File: src/rtl/cgl_params.svh
// Constants of the compressor gain-limit and activity-detect block
// Assumes inclusion by bare name from every file that needs an offset or count
`ifndef CGL_PARAMS_SVH
`define CGL_PARAMS_SVH

// ********************************
// Register indices (byte address is four times)
// ********************************
`define CGL_IDX_CTRL1 10'h114
`define CGL_IDX_CTRL3 10'h116
`define CGL_IDX_LIMIT 10'h117
`define CGL_IDX_THRESH 10'h118
`define CGL_IDX_STATUS 10'h119
`define CGL_IDX_CLEAR 10'h11A
`define CGL_IDX_IRQEN 10'h11B
`define CGL_IDX_LEVEL 10'h11C

// ********************************
// Field positions and reset values
// ********************************
`define CGL_C1_ENA 0
`define CGL_C1_PATH 1
`define CGL_C1_CLIP 2
`define CGL_C1_QR 3
`define CGL_C1_DET 4
`define CGL_C1_DETSEL 5
`define CGL_C1_GATE 6
`define CGL_C3_QRTHR 10
`define CGL_C3_QRDCY 8
`define CGL_C3_ATK 4
`define CGL_C3_DCY 0
`define CGL_CTRL1_RST 16'h0008
`define CGL_CTRL3_RST 16'h0044
`define CGL_LIMIT_RST 32'h0001_4004
`define CGL_THRESH_RST 32'h2002_1001

// ********************************
// Gain, level and timing
// ********************************
`define CGL_UNITY 8'h10
`define CGL_CLIP_LVL 16'h6000
`define CGL_CLIP_HOLD 8'hFF
`define CGL_CLIP_SH 3
`define CGL_LA_DEPTH 4
`define CGL_CLK_NS 10
`define CGL_STEPS_6DB 16
`define CGL_QRD0_NS 725000
`define CGL_QRD1_NS 1450000
`define CGL_QRD2_NS 5800000

`endif

File: src/rtl/cgl_pkg.sv
// Types and helpers shared by the compressor modules
// Assumes nothing beyond a SystemVerilog compiler
package cgl_pkg;
	// Signed audio sample
	typedef logic signed [15:0] cgl_smp_t;
	// Gain, unsigned Q4.4, unity is 0x10
	typedef logic [7:0] cgl_gain_t;
	// Operating region, one-hot
	typedef enum logic [2:0] {
		CGL_RG_OFF = 3'b001,
		CGL_RG_COMP = 3'b010,
		CGL_RG_GATE = 3'b100
	} cgl_region_t;

	// Magnitude; full negative maps to 0x8000
	function automatic logic [15:0] cgl_abs(input cgl_smp_t s);
		cgl_abs = s[15] ? 16'(-s) : 16'(s);
	endfunction
endpackage

File: src/rtl/cgl_link_if.sv
// Sample and level bundle between the top and its two helpers
// Assumes all parties run on the same clock
`timescale 1ns/1ns
`default_nettype none
interface cgl_link_if;
	cgl_pkg::cgl_smp_t smp; // Selected input sample
	logic vld; // Sample strobe
	logic [15:0] peak; // Peak tracker
	logic [15:0] avg; // Averaged level
	cgl_pkg::cgl_smp_t dly_smp; // Look-ahead delayed sample
	logic dly_vld; // Delayed strobe
	modport top (output smp, output vld, input peak, input avg, input dly_smp, input dly_vld);
	modport meter (input smp, input vld, output peak, output avg);
	modport delay (input smp, input vld, output dly_smp, output dly_vld);
endinterface
`default_nettype wire

File: src/rtl/cgl_level_meter.sv
// Peak and averaged-level tracker of the compressor input
// Assumes samples arrive as one-cycle strobes on the link
`timescale 1ns/1ns
`default_nettype none
`include "cgl_params.svh"
module cgl_level_meter (
	input wire logic clock_in,
	input wire logic rst_in,
	cgl_link_if.meter lk
);
	// ********************************
	// Level tracking
	// ********************************
	logic [15:0] mag; // Current magnitude
	logic [15:0] peak_fall; // Peak after release
	logic signed [16:0] diff; // Error to average
	assign mag = cgl_pkg::cgl_abs(lk.smp);
	assign peak_fall = lk.peak - (lk.peak >> 4);
	assign diff = $signed({1'b0, mag}) - $signed({1'b0, lk.avg});

	// Fast attack peak, leaky average with 1/64 weight
	always_ff @(posedge clock_in or posedge rst_in) begin
		if (rst_in) begin
			lk.peak <= 16'h0000;
			lk.avg <= 16'h0000;
		end else if (lk.vld) begin
			lk.peak <= (mag > peak_fall) ? mag : peak_fall;
			lk.avg <= lk.avg + 16'(diff >>> 6);
		end
	end
endmodule
`default_nettype wire

File: src/rtl/cgl_lookahead.sv
// Sample delay line feeding the clip guard look-ahead
// Assumes the top chooses between this and the undelayed sample
`timescale 1ns/1ns
`default_nettype none
`include "cgl_params.svh"
module cgl_lookahead (
	input wire logic clock_in,
	input wire logic rst_in,
	cgl_link_if.delay lk
);
	// ********************************
	// Delay stages
	// ********************************
	cgl_pkg::cgl_smp_t stage_q [`CGL_LA_DEPTH]; // Shift stages

	// First stage takes each new sample
	always_ff @(posedge clock_in or posedge rst_in) begin
		if (rst_in) begin
			stage_q[0] <= 16'sh0000;
		end else if (lk.vld) begin
			stage_q[0] <= lk.smp;
		end
	end

	// Remaining stages advance on each sample
	for (genvar i = 1; i < `CGL_LA_DEPTH; i++) begin : g_stage
		always_ff @(posedge clock_in or posedge rst_in) begin
			if (rst_in) begin
				stage_q[i] <= 16'sh0000;
			end else if (lk.vld) begin
				stage_q[i] <= stage_q[i-1];
			end
		end
	end

	// Output lags by the full depth of samples
	always_ff @(posedge clock_in or posedge rst_in) begin
		if (rst_in) begin
			lk.dly_smp <= 16'sh0000;
			lk.dly_vld <= 1'b0;
		end else begin
			lk.dly_vld <= lk.vld;
			if (lk.vld) begin
				lk.dly_smp <= stage_q[`CGL_LA_DEPTH-1];
			end
		end
	end
endmodule
`default_nettype wire

File: src/rtl/cgl_top.sv
// Compressor gain limits, release control and activity detect
// Assumes one 100 MHz clock, an Avalon-MM master, and
// sample strobes from same-clock logic in both audio paths
`timescale 1ns/1ns
`default_nettype none
`include "cgl_params.svh"
module cgl_top #(
	parameter int unsigned ATK_BASE_CYC = 64, // Attack step base
	parameter int unsigned DCY_BASE_CYC = 1024, // Decay step base
	parameter int unsigned QR_STEP0 = `CGL_QRD0_NS / (`CGL_CLK_NS * `CGL_STEPS_6DB),
	parameter int unsigned QR_STEP1 = `CGL_QRD1_NS / (`CGL_CLK_NS * `CGL_STEPS_6DB),
	parameter int unsigned QR_STEP2 = `CGL_QRD2_NS / (`CGL_CLK_NS * `CGL_STEPS_6DB)
) (
	input wire logic clock_in,
	input wire logic rst_in,
	input wire logic [11:0] address_in,
	input wire logic read_in,
	input wire logic write_in,
	input wire logic [31:0] writedata_in,
	output logic [31:0] readdata_out,
	output logic waitrequest_out,
	input wire cgl_pkg::cgl_smp_t rec_sample_in,
	input wire logic rec_valid_in,
	input wire cgl_pkg::cgl_smp_t play_sample_in,
	input wire logic play_valid_in,
	output cgl_pkg::cgl_smp_t proc_sample_out,
	output logic proc_valid_out,
	output logic irq_out,
	output logic activity_out
);
	// ********************************
	// Helpers
	// ********************************
	// Crest factor test: peak above average scaled by 4x..32x
	function automatic logic crest_over(input logic [15:0] pk, input logic [15:0] av, input logic [1:0] code);
		logic [20:0] scaled;
		scaled = {5'h00, av} << (5'(code) + 5'h02);
		crest_over = {5'h00, pk} > scaled;
	endfunction

	// ********************************
	// Register state
	// ********************************
	logic wait_q; // Bus wait, low for one answer cycle
	logic [31:0] rdata_q; // Read data
	logic [15:0] ctrl1_q; // Enables and selects
	logic [15:0] ctrl3_q; // Rate and threshold codes
	logic [31:0] limit_q; // Gain floors and ceiling
	logic [31:0] thresh_q; // Level thresholds
	logic [2:0] status_q; // Sticky events
	logic [2:0] irq_en_q; // Interrupt enables
	logic irq_q; // Interrupt line
	logic activity_q; // Activity pin level
	logic wr_go; // Write takes effect
	logic rd_take; // Read data captured
	logic [9:0] widx; // Word index
	logic [2:0] clr; // Status clear mask
	logic [2:0] ev; // Events this cycle

	assign widx = address_in[11:2];
	assign wr_go = write_in && !wait_q;
	assign rd_take = read_in && wait_q;
	assign clr = (wr_go && widx == `CGL_IDX_CLEAR) ? writedata_in[2:0] : 3'h0;

	// ********************************
	// Field views
	// ********************************
	logic comp_en, path_sel, clip_en, qr_en, det_en, det_sel, gate_en;
	logic [1:0] qr_thr, qr_dcy;
	logic [3:0] atk_code, dcy_code;
	cgl_pkg::cgl_gain_t comp_min, max_gain, gate_min;
	logic [1:0] pk_thr;
	logic [7:0] rms_thr, gate_lvl, knee_lvl;
	assign comp_en = ctrl1_q[`CGL_C1_ENA];
	assign path_sel = ctrl1_q[`CGL_C1_PATH];
	assign clip_en = ctrl1_q[`CGL_C1_CLIP];
	assign qr_en = ctrl1_q[`CGL_C1_QR];
	assign det_en = ctrl1_q[`CGL_C1_DET];
	assign det_sel = ctrl1_q[`CGL_C1_DETSEL];
	assign gate_en = ctrl1_q[`CGL_C1_GATE];
	assign qr_thr = ctrl3_q[`CGL_C3_QRTHR +: 2];
	assign qr_dcy = ctrl3_q[`CGL_C3_QRDCY +: 2];
	assign atk_code = ctrl3_q[`CGL_C3_ATK +: 4];
	assign dcy_code = ctrl3_q[`CGL_C3_DCY +: 4];
	assign comp_min = limit_q[7:0];
	assign max_gain = limit_q[15:8];
	assign gate_min = limit_q[23:16];
	assign pk_thr = thresh_q[1:0];
	assign rms_thr = thresh_q[15:8];
	assign gate_lvl = thresh_q[23:16];
	assign knee_lvl = thresh_q[31:24];

	// ********************************
	// Bus slave
	// ********************************
	// One wait cycle, then a one-cycle low answer
	always_ff @(posedge clock_in or posedge rst_in) begin
		if (rst_in) begin
			wait_q <= 1'b1;
		end else begin
			wait_q <= !((read_in || write_in) && wait_q);
		end
	end

	// Register writes; unmapped writes are dropped
	always_ff @(posedge clock_in or posedge rst_in) begin
		if (rst_in) begin
			ctrl1_q <= `CGL_CTRL1_RST;
			ctrl3_q <= `CGL_CTRL3_RST;
			limit_q <= `CGL_LIMIT_RST;
			thresh_q <= `CGL_THRESH_RST;
			irq_en_q <= 3'h0;
		end else if (wr_go) begin
			case (widx)
				`CGL_IDX_CTRL1: ctrl1_q <= {9'h000, writedata_in[6:0]};
				`CGL_IDX_CTRL3: ctrl3_q <= {4'h0, writedata_in[11:0]};
				`CGL_IDX_LIMIT: limit_q <= {8'h00, writedata_in[23:0]};
				`CGL_IDX_THRESH: thresh_q <= {writedata_in[31:8], 6'h00, writedata_in[1:0]};
				`CGL_IDX_IRQEN: irq_en_q <= writedata_in[2:0];
				default: ;
			endcase
		end
	end

	// ********************************
	// Input path and helpers
	// ********************************
	cgl_link_if lk ();
	cgl_pkg::cgl_region_t region_q; // Operating region
	cgl_pkg::cgl_gain_t gain_q; // Applied gain
	cgl_pkg::cgl_gain_t gain_d; // Next gain

	// Only one path feeds the compressor at a time
	always_ff @(posedge clock_in or posedge rst_in) begin
		if (rst_in) begin
			lk.smp <= 16'sh0000;
			lk.vld <= 1'b0;
		end else begin
			lk.smp <= path_sel ? play_sample_in : rec_sample_in;
			lk.vld <= path_sel ? play_valid_in : rec_valid_in;
		end
	end

	cgl_level_meter u_meter (
		.clock_in(clock_in),
		.rst_in(rst_in),
		.lk(lk.meter)
	);

	cgl_lookahead u_ahead (
		.clock_in(clock_in),
		.rst_in(rst_in),
		.lk(lk.delay)
	);

	// ********************************
	// Level decisions
	// ********************************
	logic loud; // Average above knee
	logic crest_hi; // Transient over fast release threshold
	logic falling; // Gain heads down
	logic act_d; // Activity condition
	assign loud = lk.avg[15:8] > knee_lvl;
	assign crest_hi = crest_over(lk.peak, lk.avg, qr_thr);
	assign falling = loud || (region_q == cgl_pkg::CGL_RG_GATE);
	// Peak mode when select is high, RMS mode otherwise
	assign act_d = comp_en && det_en && (det_sel ? crest_over(lk.peak, lk.avg, pk_thr)
		: (lk.avg[15:8] > rms_thr));

	// Region follows enable and gate level
	always_ff @(posedge clock_in or posedge rst_in) begin
		if (rst_in) begin
			region_q <= cgl_pkg::CGL_RG_OFF;
		end else if (!comp_en) begin
			region_q <= cgl_pkg::CGL_RG_OFF;
		end else if (gate_en && lk.avg[15:8] < gate_lvl) begin
			region_q <= cgl_pkg::CGL_RG_GATE;
		end else begin
			region_q <= cgl_pkg::CGL_RG_COMP;
		end
	end

	// ********************************
	// Clip guard
	// ********************************
	logic [7:0] clip_hold_q; // Boost hold counter
	logic clip_hit; // Raw sample nears full scale
	assign clip_hit = comp_en && clip_en && lk.vld && (cgl_pkg::cgl_abs(lk.smp) > `CGL_CLIP_LVL);

	// Undelayed sample spots the rise before it reaches the gain stage
	always_ff @(posedge clock_in or posedge rst_in) begin
		if (rst_in) begin
			clip_hold_q <= 8'h00;
		end else if (clip_hit) begin
			clip_hold_q <= `CGL_CLIP_HOLD;
		end else if (clip_hold_q != 8'h00) begin
			clip_hold_q <= clip_hold_q - 8'h01;
		end
	end

	// ********************************
	// Step timing
	// ********************************
	logic [25:0] atk_int, dcy_int, qr_int, rate_int; // Cycles per step
	logic [25:0] step_cnt_q; // Cycles since last step
	logic step; // Gain may move now

	// Step interval from the active rate
	always_comb begin
		atk_int = 26'(ATK_BASE_CYC) << atk_code;
		if (clip_hold_q != 8'h00) begin
			atk_int = atk_int >> `CGL_CLIP_SH;
		end
		dcy_int = 26'(DCY_BASE_CYC) << dcy_code;
		unique case (qr_dcy)
			2'h1: qr_int = 26'(QR_STEP1);
			2'h2: qr_int = 26'(QR_STEP2);
			default: qr_int = 26'(QR_STEP0);
		endcase
		if (falling) begin
			rate_int = atk_int;
		end else if (qr_en && crest_hi) begin
			rate_int = qr_int;
		end else begin
			rate_int = dcy_int;
		end
	end
	assign step = (region_q != cgl_pkg::CGL_RG_OFF) && (step_cnt_q >= rate_int);

	// Free-running step counter while active
	always_ff @(posedge clock_in or posedge rst_in) begin
		if (rst_in) begin
			step_cnt_q <= 26'h0;
		end else if (region_q == cgl_pkg::CGL_RG_OFF || step) begin
			step_cnt_q <= 26'h0;
		end else begin
			step_cnt_q <= step_cnt_q + 26'h1;
		end
	end

	// ********************************
	// Gain update
	// ********************************
	// Clamp runs every cycle so new limits bite at once
	always_comb begin
		gain_d = gain_q;
		unique case (region_q)
			cgl_pkg::CGL_RG_OFF: gain_d = `CGL_UNITY;
			cgl_pkg::CGL_RG_COMP, cgl_pkg::CGL_RG_GATE: begin
				if (step && falling && gain_q != 8'h00) begin
					gain_d = gain_q - 8'h01;
				end else if (step && !falling && gain_q != 8'hFF) begin
					gain_d = gain_q + 8'h01;
				end
				if (region_q == cgl_pkg::CGL_RG_GATE && gain_d < gate_min) begin
					gain_d = gate_min;
				end else if (region_q == cgl_pkg::CGL_RG_COMP && gain_d < comp_min) begin
					gain_d = comp_min;
				end
				if (gain_d > max_gain) begin
					gain_d = max_gain;
				end
			end
			default: gain_d = `CGL_UNITY;
		endcase
	end

	// Applied gain register
	always_ff @(posedge clock_in or posedge rst_in) begin
		if (rst_in) begin
			gain_q <= `CGL_UNITY;
		end else begin
			gain_q <= gain_d;
		end
	end

	// ********************************
	// Output datapath
	// ********************************
	cgl_pkg::cgl_smp_t src_smp; // Delayed or direct sample
	logic src_vld; // Its strobe
	logic signed [24:0] prod; // Sample times gain
	logic signed [20:0] scaled; // Back to sample scale
	// Look-ahead delay only when the clip guard is on
	assign src_smp = clip_en ? lk.dly_smp : lk.smp;
	assign src_vld = clip_en ? lk.dly_vld : lk.vld;
	assign prod = src_smp * $signed({1'b0, gain_q});
	assign scaled = prod[24:4];

	// Saturate rather than wrap on overload
	always_ff @(posedge clock_in or posedge rst_in) begin
		if (rst_in) begin
			proc_sample_out <= 16'sh0000;
			proc_valid_out <= 1'b0;
		end else begin
			proc_valid_out <= src_vld;
			if (src_vld) begin
				if (scaled[20:15] == {6{scaled[20]}}) begin
					proc_sample_out <= scaled[15:0];
				end else begin
					proc_sample_out <= scaled[20] ? 16'sh8000 : 16'sh7FFF;
				end
			end
		end
	end

	// ********************************
	// Events and interrupt
	// ********************************
	assign ev = {step && !falling && qr_en && crest_hi, clip_hit, act_d};

	// Set wins over a clear in the same cycle
	always_ff @(posedge clock_in or posedge rst_in) begin
		if (rst_in) begin
			status_q <= 3'h0;
			activity_q <= 1'b0;
			irq_q <= 1'b0;
		end else begin
			status_q <= (status_q & ~clr) | ev;
			activity_q <= act_d;
			irq_q <= |(status_q & irq_en_q);
		end
	end
	assign activity_out = activity_q;
	assign irq_out = irq_q;

	// Read capture; unmapped and clear read as zero
	always_ff @(posedge clock_in or posedge rst_in) begin
		if (rst_in) begin
			rdata_q <= 32'h0;
		end else if (rd_take) begin
			case (widx)
				`CGL_IDX_CTRL1: rdata_q <= {16'h0000, ctrl1_q};
				`CGL_IDX_CTRL3: rdata_q <= {16'h0000, ctrl3_q};
				`CGL_IDX_LIMIT: rdata_q <= limit_q;
				`CGL_IDX_THRESH: rdata_q <= thresh_q;
				`CGL_IDX_STATUS: rdata_q <= {29'h0, status_q};
				`CGL_IDX_IRQEN: rdata_q <= {29'h0, irq_en_q};
				`CGL_IDX_LEVEL: rdata_q <= {8'h00, gain_q, lk.avg};
				default: rdata_q <= 32'h0;
			endcase
		end
	end
	assign readdata_out = rdata_q;
	assign waitrequest_out = wait_q;
endmodule
`default_nettype wire

File: config.mk
export PLATFORM = sky130hd
export DESIGN_NAME = cgl_top
export DESIGN_NICKNAME = d
export VERILOG_FILES = /design/src/rtl/cgl_pkg.sv /design/src/rtl/cgl_link_if.sv /design/src/rtl/cgl_level_meter.sv /design/src/rtl/cgl_lookahead.sv /design/src/rtl/cgl_top.sv
export VERILOG_INCLUDE_DIRS = /design/src /design/src/rtl
export SDC_FILE = /design/constraint.sdc
export NUM_CORES = 1
export LEC_CHECK = 0
export BUFFER_PORTS_ARGS = -buffer_cell sky130_fd_sc_hd__buf_2
export CAP_MARGIN = 20
export CORE_ASPECT_RATIO = 2
export CORE_UTILIZATION = 60
export DETAILED_ROUTE_END_ITERATION = 12
export PLACE_DENSITY = 0.76
export REMOVE_ABC_BUFFERS = 1
export SLEW_MARGIN = 30
export SYNTH_ARGS = -nofsm -noshare
export SYNTH_HDL_FRONTEND = slang
export SYNTH_SLANG_ARGS = --single-unit
File: constraint.sdc
create_clock -name clock_in -period 12.75 [get_ports clock_in]
set_clock_uncertainty 0.05 [all_clocks]
set_input_delay 0.6375 -clock clock_in [delete_from_list [all_inputs] [get_ports clock_in]]
set_output_delay 0.6375 -clock clock_in [all_outputs]
set_load 0.05 [all_outputs]
# Yosys cells after proc, flatten, opt, wreduce, memory -nomap -nowiden
# Index checks and enable logic that the tools add are counted.
[totals]
inputBits = 82
register_bits = 302
word_cells = 136
output_inout_bits = 52
[classes]
n_reduce_logical = 36
muxes = 28
bitwise_logic = 4
multipliers = 1
n_eq_ne = 16
n_addsub = 10
shifts = 4
magnitude_cmp = 11
[ops]
columns = ["operator", "n"]
rows = [
  ["32-bit one-hot mux with 7 select lines", 1],
  ["26-bit two-way mux", 4],
  ["16-bit two-way mux", 6],
  ["10-bit by 9-bit equality test with 1-bit output, second input constant", 8],
  ["8-bit two-way mux", 10],
  ["16-bit by 21-bit greater-than comparator with 1-bit output", 2],
  ["16-bit by 3-bit << shifter with 21-bit output", 2],
  ["16-bit one-hot mux with 2 select lines", 1],
  ["26-bit by 1-bit adder with 26-bit output, second input constant", 1],
  ["26-bit >= comparator", 1],
  ["11-bit by 4-bit << shifter with 26-bit output, first input constant", 1],
  ["7-bit by 4-bit << shifter with 26-bit output, first input constant", 1],
  ["16-bit by 9-bit multiplier with 25-bit output", 1],
  ["8-bit greater-than comparator", 3],
  ["8-bit < comparator", 3],
  ["1-bit logical AND", 20],
  ["16-bit by 16-bit subtractor with 17-bit output", 1],
  ["16-bit adder", 1],
  ["16-bit by 15-bit greater-than comparator with 1-bit output, second input constant", 1],
  ["16-bit greater-than comparator", 1],
  ["16-bit negator", 1],
  ["8-bit nonzero test", 2],
  ["16-bit by 12-bit subtractor with 16-bit output", 1],
  ["8-bit by 1-bit subtractor with 8-bit output, second input constant", 2],
  ["21 further kinds", 35],
]

# Depth between registers and ports, before layout
[logic_depth]
word_depth = 21
mapped_depth = 47
mapped_depth_nobuf = 43

# Modules after synthesis
# A second synthesis with hierarchy kept.
[unflattened]
hier_cells = 2459
hier_area_um2 = 24409.7
[by_module_without_submodules]
columns = ["module", "cells_per_inst", "area_each_um2", "seq_area_each_um2", "n_inst"]
rows = [
  ["cgl_top", 1802, 16985.0, 4745.8, 1],
  ["cgl_level_meter", 486, 4021.4, 800.8, 1],
  ["cgl_lookahead", 171, 3403.3, 2026.9, 1],
]

# Least setup slack after synthesis
# No wires, ideal clock.
[synth_path]
kind = "register -> register"
startpoint = "reg ctrl3_q[10]"
endpoint = "reg gain_q[6]"
period_less_slack_ps = 8894
setup_time_ps = 82
stages_incl_launch_ff = 47
setup_slack_ps = 3856
t_arrival_ps = 8763
required_time_ps = 12618
n_path_buf = 5
path_cell_list = "dfrtp_1 -> buf_1 -> clkbuf_1 -> nor2_1 -> nand2_1 -> ha_1 -> o21a_1 -> o21a_1 -> o21a_1 -> o21a_1 -> o21ai_0 -> a21oi_1 -> o21ai_1 -> and3_1 -> nor2b_1 -> a22oi_1 -> ha_1 -> a21oi_1 -> (+11 left out) -> nand2_1 -> a21oi_1 -> a21oi_1 -> and2_1 -> buf_2 -> o211ai_1 -> nand2_1 -> ha_1 -> nor2b_1 -> o21a_1 -> o21ai_0 -> nand2b_1 -> a21oi_1 -> o21ai_0 -> o21ai_1 -> clkbuf_1 -> o21ai_0 -> a31oi_1"
[synth_via]
elab_chain_len = 21
word_cells_on_any_way = 25
classes_between = "add/sub: 1; order compare: 5; shift: 1; mux: 10; reduce/logical: 8"
[synth_rtl]
columns = ["element", "line", "rtl"]
rows = [
  ["start: declaration", "cgl_top.sv:47", "logic [15:0] ctrl3_q;"],
  ["start signal: assignment", "cgl_top.sv:109", "ctrl3_q <= `CGL_CTRL3_RST;"],
  ["start signal: assignment", "cgl_top.sv:116", "`CGL_IDX_CTRL3: ctrl3_q <= {4'h0, writedata_in[11:0]};"],
  ["2-bit by 2-bit adder with 3-bit output *", "cgl_top.sv:37", "scaled = {5'h00, av} << (5'(code) + 5'h02);"],
  ["16-bit by 3-bit << shifter with 21-bit output *", "cgl_top.sv:37", ""],
  ["16-bit by 21-bit greater-than comparator with 1-bit output *", "cgl_top.sv:38", "crest_over = {5'h00, pk} > scaled;"],
  ["1-bit logical AND *", "cgl_top.sv:222", "end else if (qr_en && crest_hi) begin"],
  ["26-bit two-way mux *", "cgl_top.sv:222", ""],
  ["26-bit two-way mux *", "cgl_top.sv:220", "if (falling) begin"],
  ["26-bit >= comparator *", "cgl_top.sv:228", "assign step = (region_q != cgl_pkg::CGL_RG_OFF) && (step_cnt_q >= rate_int);"],
  ["1-bit logical AND *", "cgl_top.sv:228", ""],
  ["(+6 left out)", "--", ""],
  ["1-bit logical AND", "cgl_top.sv:257", "end else if (region_q == cgl_pkg::CGL_RG_COMP && gain_d < comp_min) begin"],
  ["8-bit two-way mux", "cgl_top.sv:257", ""],
  ["8-bit two-way mux *", "cgl_top.sv:255", "if (region_q == cgl_pkg::CGL_RG_GATE && gain_d < gate_min) begin"],
  ["8-bit two-way mux *", "cgl_top.sv:247", "unique case (region_q)"],
  ["8-bit greater-than comparator", "cgl_top.sv:260", "if (gain_d > max_gain) begin"],
  ["8-bit two-way mux *", "cgl_top.sv:260", ""],
  ["8-bit two-way mux *", "cgl_top.sv:247", ""],
  ["named net gain_d[6]", "cgl_top.sv:131", "cgl_pkg::cgl_gain_t gain_d;"],
  ["end signal: assignment", "cgl_top.sv:271", "gain_q <= `CGL_UNITY;"],
  ["end signal: assignment", "cgl_top.sv:273", "gain_q <= gain_d;"],
  ["end: declaration", "cgl_top.sv:130", "cgl_pkg::cgl_gain_t gain_q;"],
]
# Mark *: on every way through the listed nets, which the timed path passes. The rest lies on a longest branch. The select of a mux whose other input is x is not followed.
# A chain may end at the register's enable or synchronous reset.

# Final worst setup path
[layout_path]
startpoint = "reg ctrl3_q[10]"
endpoint = "reg gain_q[4]"
# Same word-level chain as after synthesis.

==> metrics list <==
- Run status: complete, no violations
- Root buffer cell: sky130_fd_sc_hd__clkbuf_16
* Violation count after the first detailed-route iteration: 1111
- Setup TNS: 0 ns
- Total power for the finished layout comes to 4.400 mW.
- At the worst endpoint, the arrival time is 10.80 ns.
- The final route contains 19110 vias.
* Ratio of cells with drive above 1 in the final layout: 17.52%
* Top cell type's share of synthesized area: 30.62%
- For this run, the number of Yosys warnings is 0.
* I/O pin count: 134
- Final weighted congestion in routability-driven placement: 1.014
* Post-Syn Area per Cell: 9.648 um^2
- The number of buffers and inverters on the critical path is 1.
- Global routing consumed, over all layers together, 34.81% of the routing resources.
- Power density cells: 169.9 nW/um^2
- Reported leakage power: 12.16 nW
- Post-CTS setup buffer count: 0
* Post-DP HPWL: 52730 um
- For this block, the routed nets add up to 67880 um of wire.
- Number of resized instances in the post-cts repair step: 0
- Summed over all layers, the global routing overflow is 0.
* Fin crit share: 81.21%
- Final Hold Viols: 0
- No sink is reached through more buffers than the 3 on the longest clock path.
- The most used flip-flop cell after synthesis is sky130_fd_sc_hd__dfrtp_1.
- Area enclosed by the die boundary: 40210 um^2
- The final number of max-transition violations came to 0.
- Clock tree sinks: 302
* WHS: 0.07397 ns
* H-tree depth: 1
- The first global-routing pass estimated 106400 um of wire.
- Clock transition at the registers of the reported paths: 0.07 ns
- Static timing analysis puts the maximum clock frequency at 96.58 MHz.
- Number of remaining DRC errors: 0
- Final cell area excluding filler cells: 25890 um^2
* Antenna violations before repair: 3
- Synthesized instance count: 2448
- The worst path in the final design needs a cycle of 10.35 ns, including I/O delays and setup.
* Number of iterations in the first detailed-routing pass: 8
* Top fanout value on the critical path: 21
* Number of storage elements in the synthesis netlist: 302
- Number of standard-cell rows in the floorplan: 102
- For the worst setup path, the data required time is 13.19 ns.
- The floorplan step set the die width to 142.3 um.
- Once the floorplan was initialized, standard cells occupied 60.87% of the core.
- sky130_fd_sc_hd__dfrtp_1 takes more of the synthesized area than any other cell.
- The worst hold path belongs to the class in2async.
- For this run, the share of the core covered by cells in the final layout is 66.74%.
- Max-cap violations in this run came to 0.
* Hold buffer count at CTS: 0
- After detailed routing, the average wire length per cell comes to 21.96 um.
* Family with the most delay on the worst path: compound AO/OA/AOI/OAI gates
- Worst slew pin tran: 0.9678 ns
- After the last flow step, the layout net total stands at 2946.
* Area growth from synthesis to layout: 9.631%
* Critical setup path kind: reg2reg
- Worst ir drop on vdd: 0.2459 mV
* Count of unique library cells instantiated by Yosys: 89
* EDFF count, synth: 0
- The placed instances occupy a cell area of 24830 um^2.
- Async SR Flop Fraction: 100.0%
* Unrepaired setup endpoints after global routing: no
* Proportion of synthesized chip area in sequential cells: 32.07%
- Count leader, synth: sky130_fd_sc_hd__dfrtp_1
* Most used cell, CP: sky130_fd_sc_hd__a21oi_1
* Antenna Nets Post-Route: 0
* Max-Slew Margin vs Limit: 35.48%
- Endpoint class of the critical path: register
- The via count of the first global-routing pass was 20020.
* Kind of start point of the critical path: register
- Die Y-Extent: 282.6 um
- TritonCTS clock tree: built
* Synth cell count leaders: sky130_fd_sc_hd__dfrtp_1, sky130_fd_sc_hd__inv_1, sky130_fd_sc_hd__nand2_1
* Buffers on Ports: 131
- The cell area that synthesis handed to floorplanning was 23620 um^2.
* Count of final setup violators: 0
- The clock reaches the later pin of the worst-skew pair after 0.58 ns.
* Slowest cell on the critical path: sky130_fd_sc_hd__dfrtp_1
* Number of vias per cell after detailed routing: 6.182
- Maximum single-stage delay on the critical path: 0.85 ns
- Largest cells by area after synthesis: sky130_fd_sc_hd__dfrtp_1, sky130_fd_sc_hd__ha_1, sky130_fd_sc_hd__fa_1, sky130_fd_sc_hd__mux2_2, sky130_fd_sc_hd__inv_1
* Maximum number of pins on one net before global-route repair: 84
- The region available for standard cell placement spans 38800 um^2.
- Total clock buffers created by CTS: 29
-- where the power goes --
group          leakage, nW  internal [mW]  switching, mW
clock network        0.483          0.532          0.401
logic                 7.89          0.951           1.21
registers             3.79           1.09          0.217
-- final cells by class --
cell class,instances,area (um^2)
Clock inverter,14,195.2
Inverter,260,983.4
Fill cell,3156,12900
Tap cell,520,650.6
Clock buffer,40,817.0
Multi-Input combinational cell,1792,14760
Timing Repair Buffer,160,904.6
Antenna cell,3,7.507
Sequential cell,302,7577
-- worst paths after layout --
| kind | endpoint | start | slack, ns | cells past startpoint |
|---|---|---|---|---|
| setup / recovery | gain_q[4] | ctrl3_q[10] | 2.40 | 42 |
| max in group asynchronous | readdata_out[6] | rst_in | 11.38 | 3 |
| hold / removal | readdata_out[28] | rst_in | 0.07 | 2 |
| min in group clock_in | waitrequest_out | write_in | 0.19 | 2 |
| hold reg to reg | readdata_out[31] | readdata_out[31] | 0.42 | 2 |
| setup reg to reg | gain_q[4] | ctrl3_q[10] | 2.40 | 42 |
-- cells by family after synthesis --
family | after synthesis | synth area share [%]
buffers and inverters | 355 | 5.716
flip-flops | 302 | 32.07
XOR/XNOR | 98 | 3.634
adder cells (fa/ha/maj) | 319 | 20.21
AO/OA/AOI/OAI | 470 | 13.53
other | 1 | 0.01588
multiplexers | 219 | 10.63
AND/OR/NAND/NOR | 684 | 14.20
-- per-stage QoR --
stage                     worst slack, ns  std cells
after CTS                           2.229       3087
after global routing                1.540       3090
after detailed placement            2.340       3033
after global placement              2.406       3033
final                               2.396       3091
after floorplan                     3.738       2354
-- sequential cells by signal, indices dropped and copies added, names as in the netlist, 24 cells and up --
name / flops
step_cnt_q: 26
readdata_out: 32
thresh_q: 26
u_ahead.stage_q: 64
limit_q: 24
-- per-layer routing --
layer,GRT usage (%),routed length [um],vias up
met4,27.76,5808,0
met5,0,0,-
met1,34.48,22500,9493
met3,3.775,3233,267
met2,64.92,36340,633
li1,-,-,8717
-- cell usage in the layout, fill, tap and decap left out, types with 37 or more instances in the layout --
master,netlist,routed
sky130_fd_sc_hd__a21o_1,37,37
sky130_fd_sc_hd__a21oi_1,101,101
sky130_fd_sc_hd__and2_1,62,62
sky130_fd_sc_hd__buf_2,8,131
sky130_fd_sc_hd__dfrtp_1,289,288
sky130_fd_sc_hd__fa_1,104,104
sky130_fd_sc_hd__ha_1,215,215
sky130_fd_sc_hd__inv_1,260,259
sky130_fd_sc_hd__mux2_2,184,184
sky130_fd_sc_hd__nand2_1,226,225
sky130_fd_sc_hd__nand3_1,47,47
sky130_fd_sc_hd__nor2_1,144,144
sky130_fd_sc_hd__o21ai_0,112,112
sky130_fd_sc_hd__xnor2_1,64,64
(Power assumes the default switching activity.)
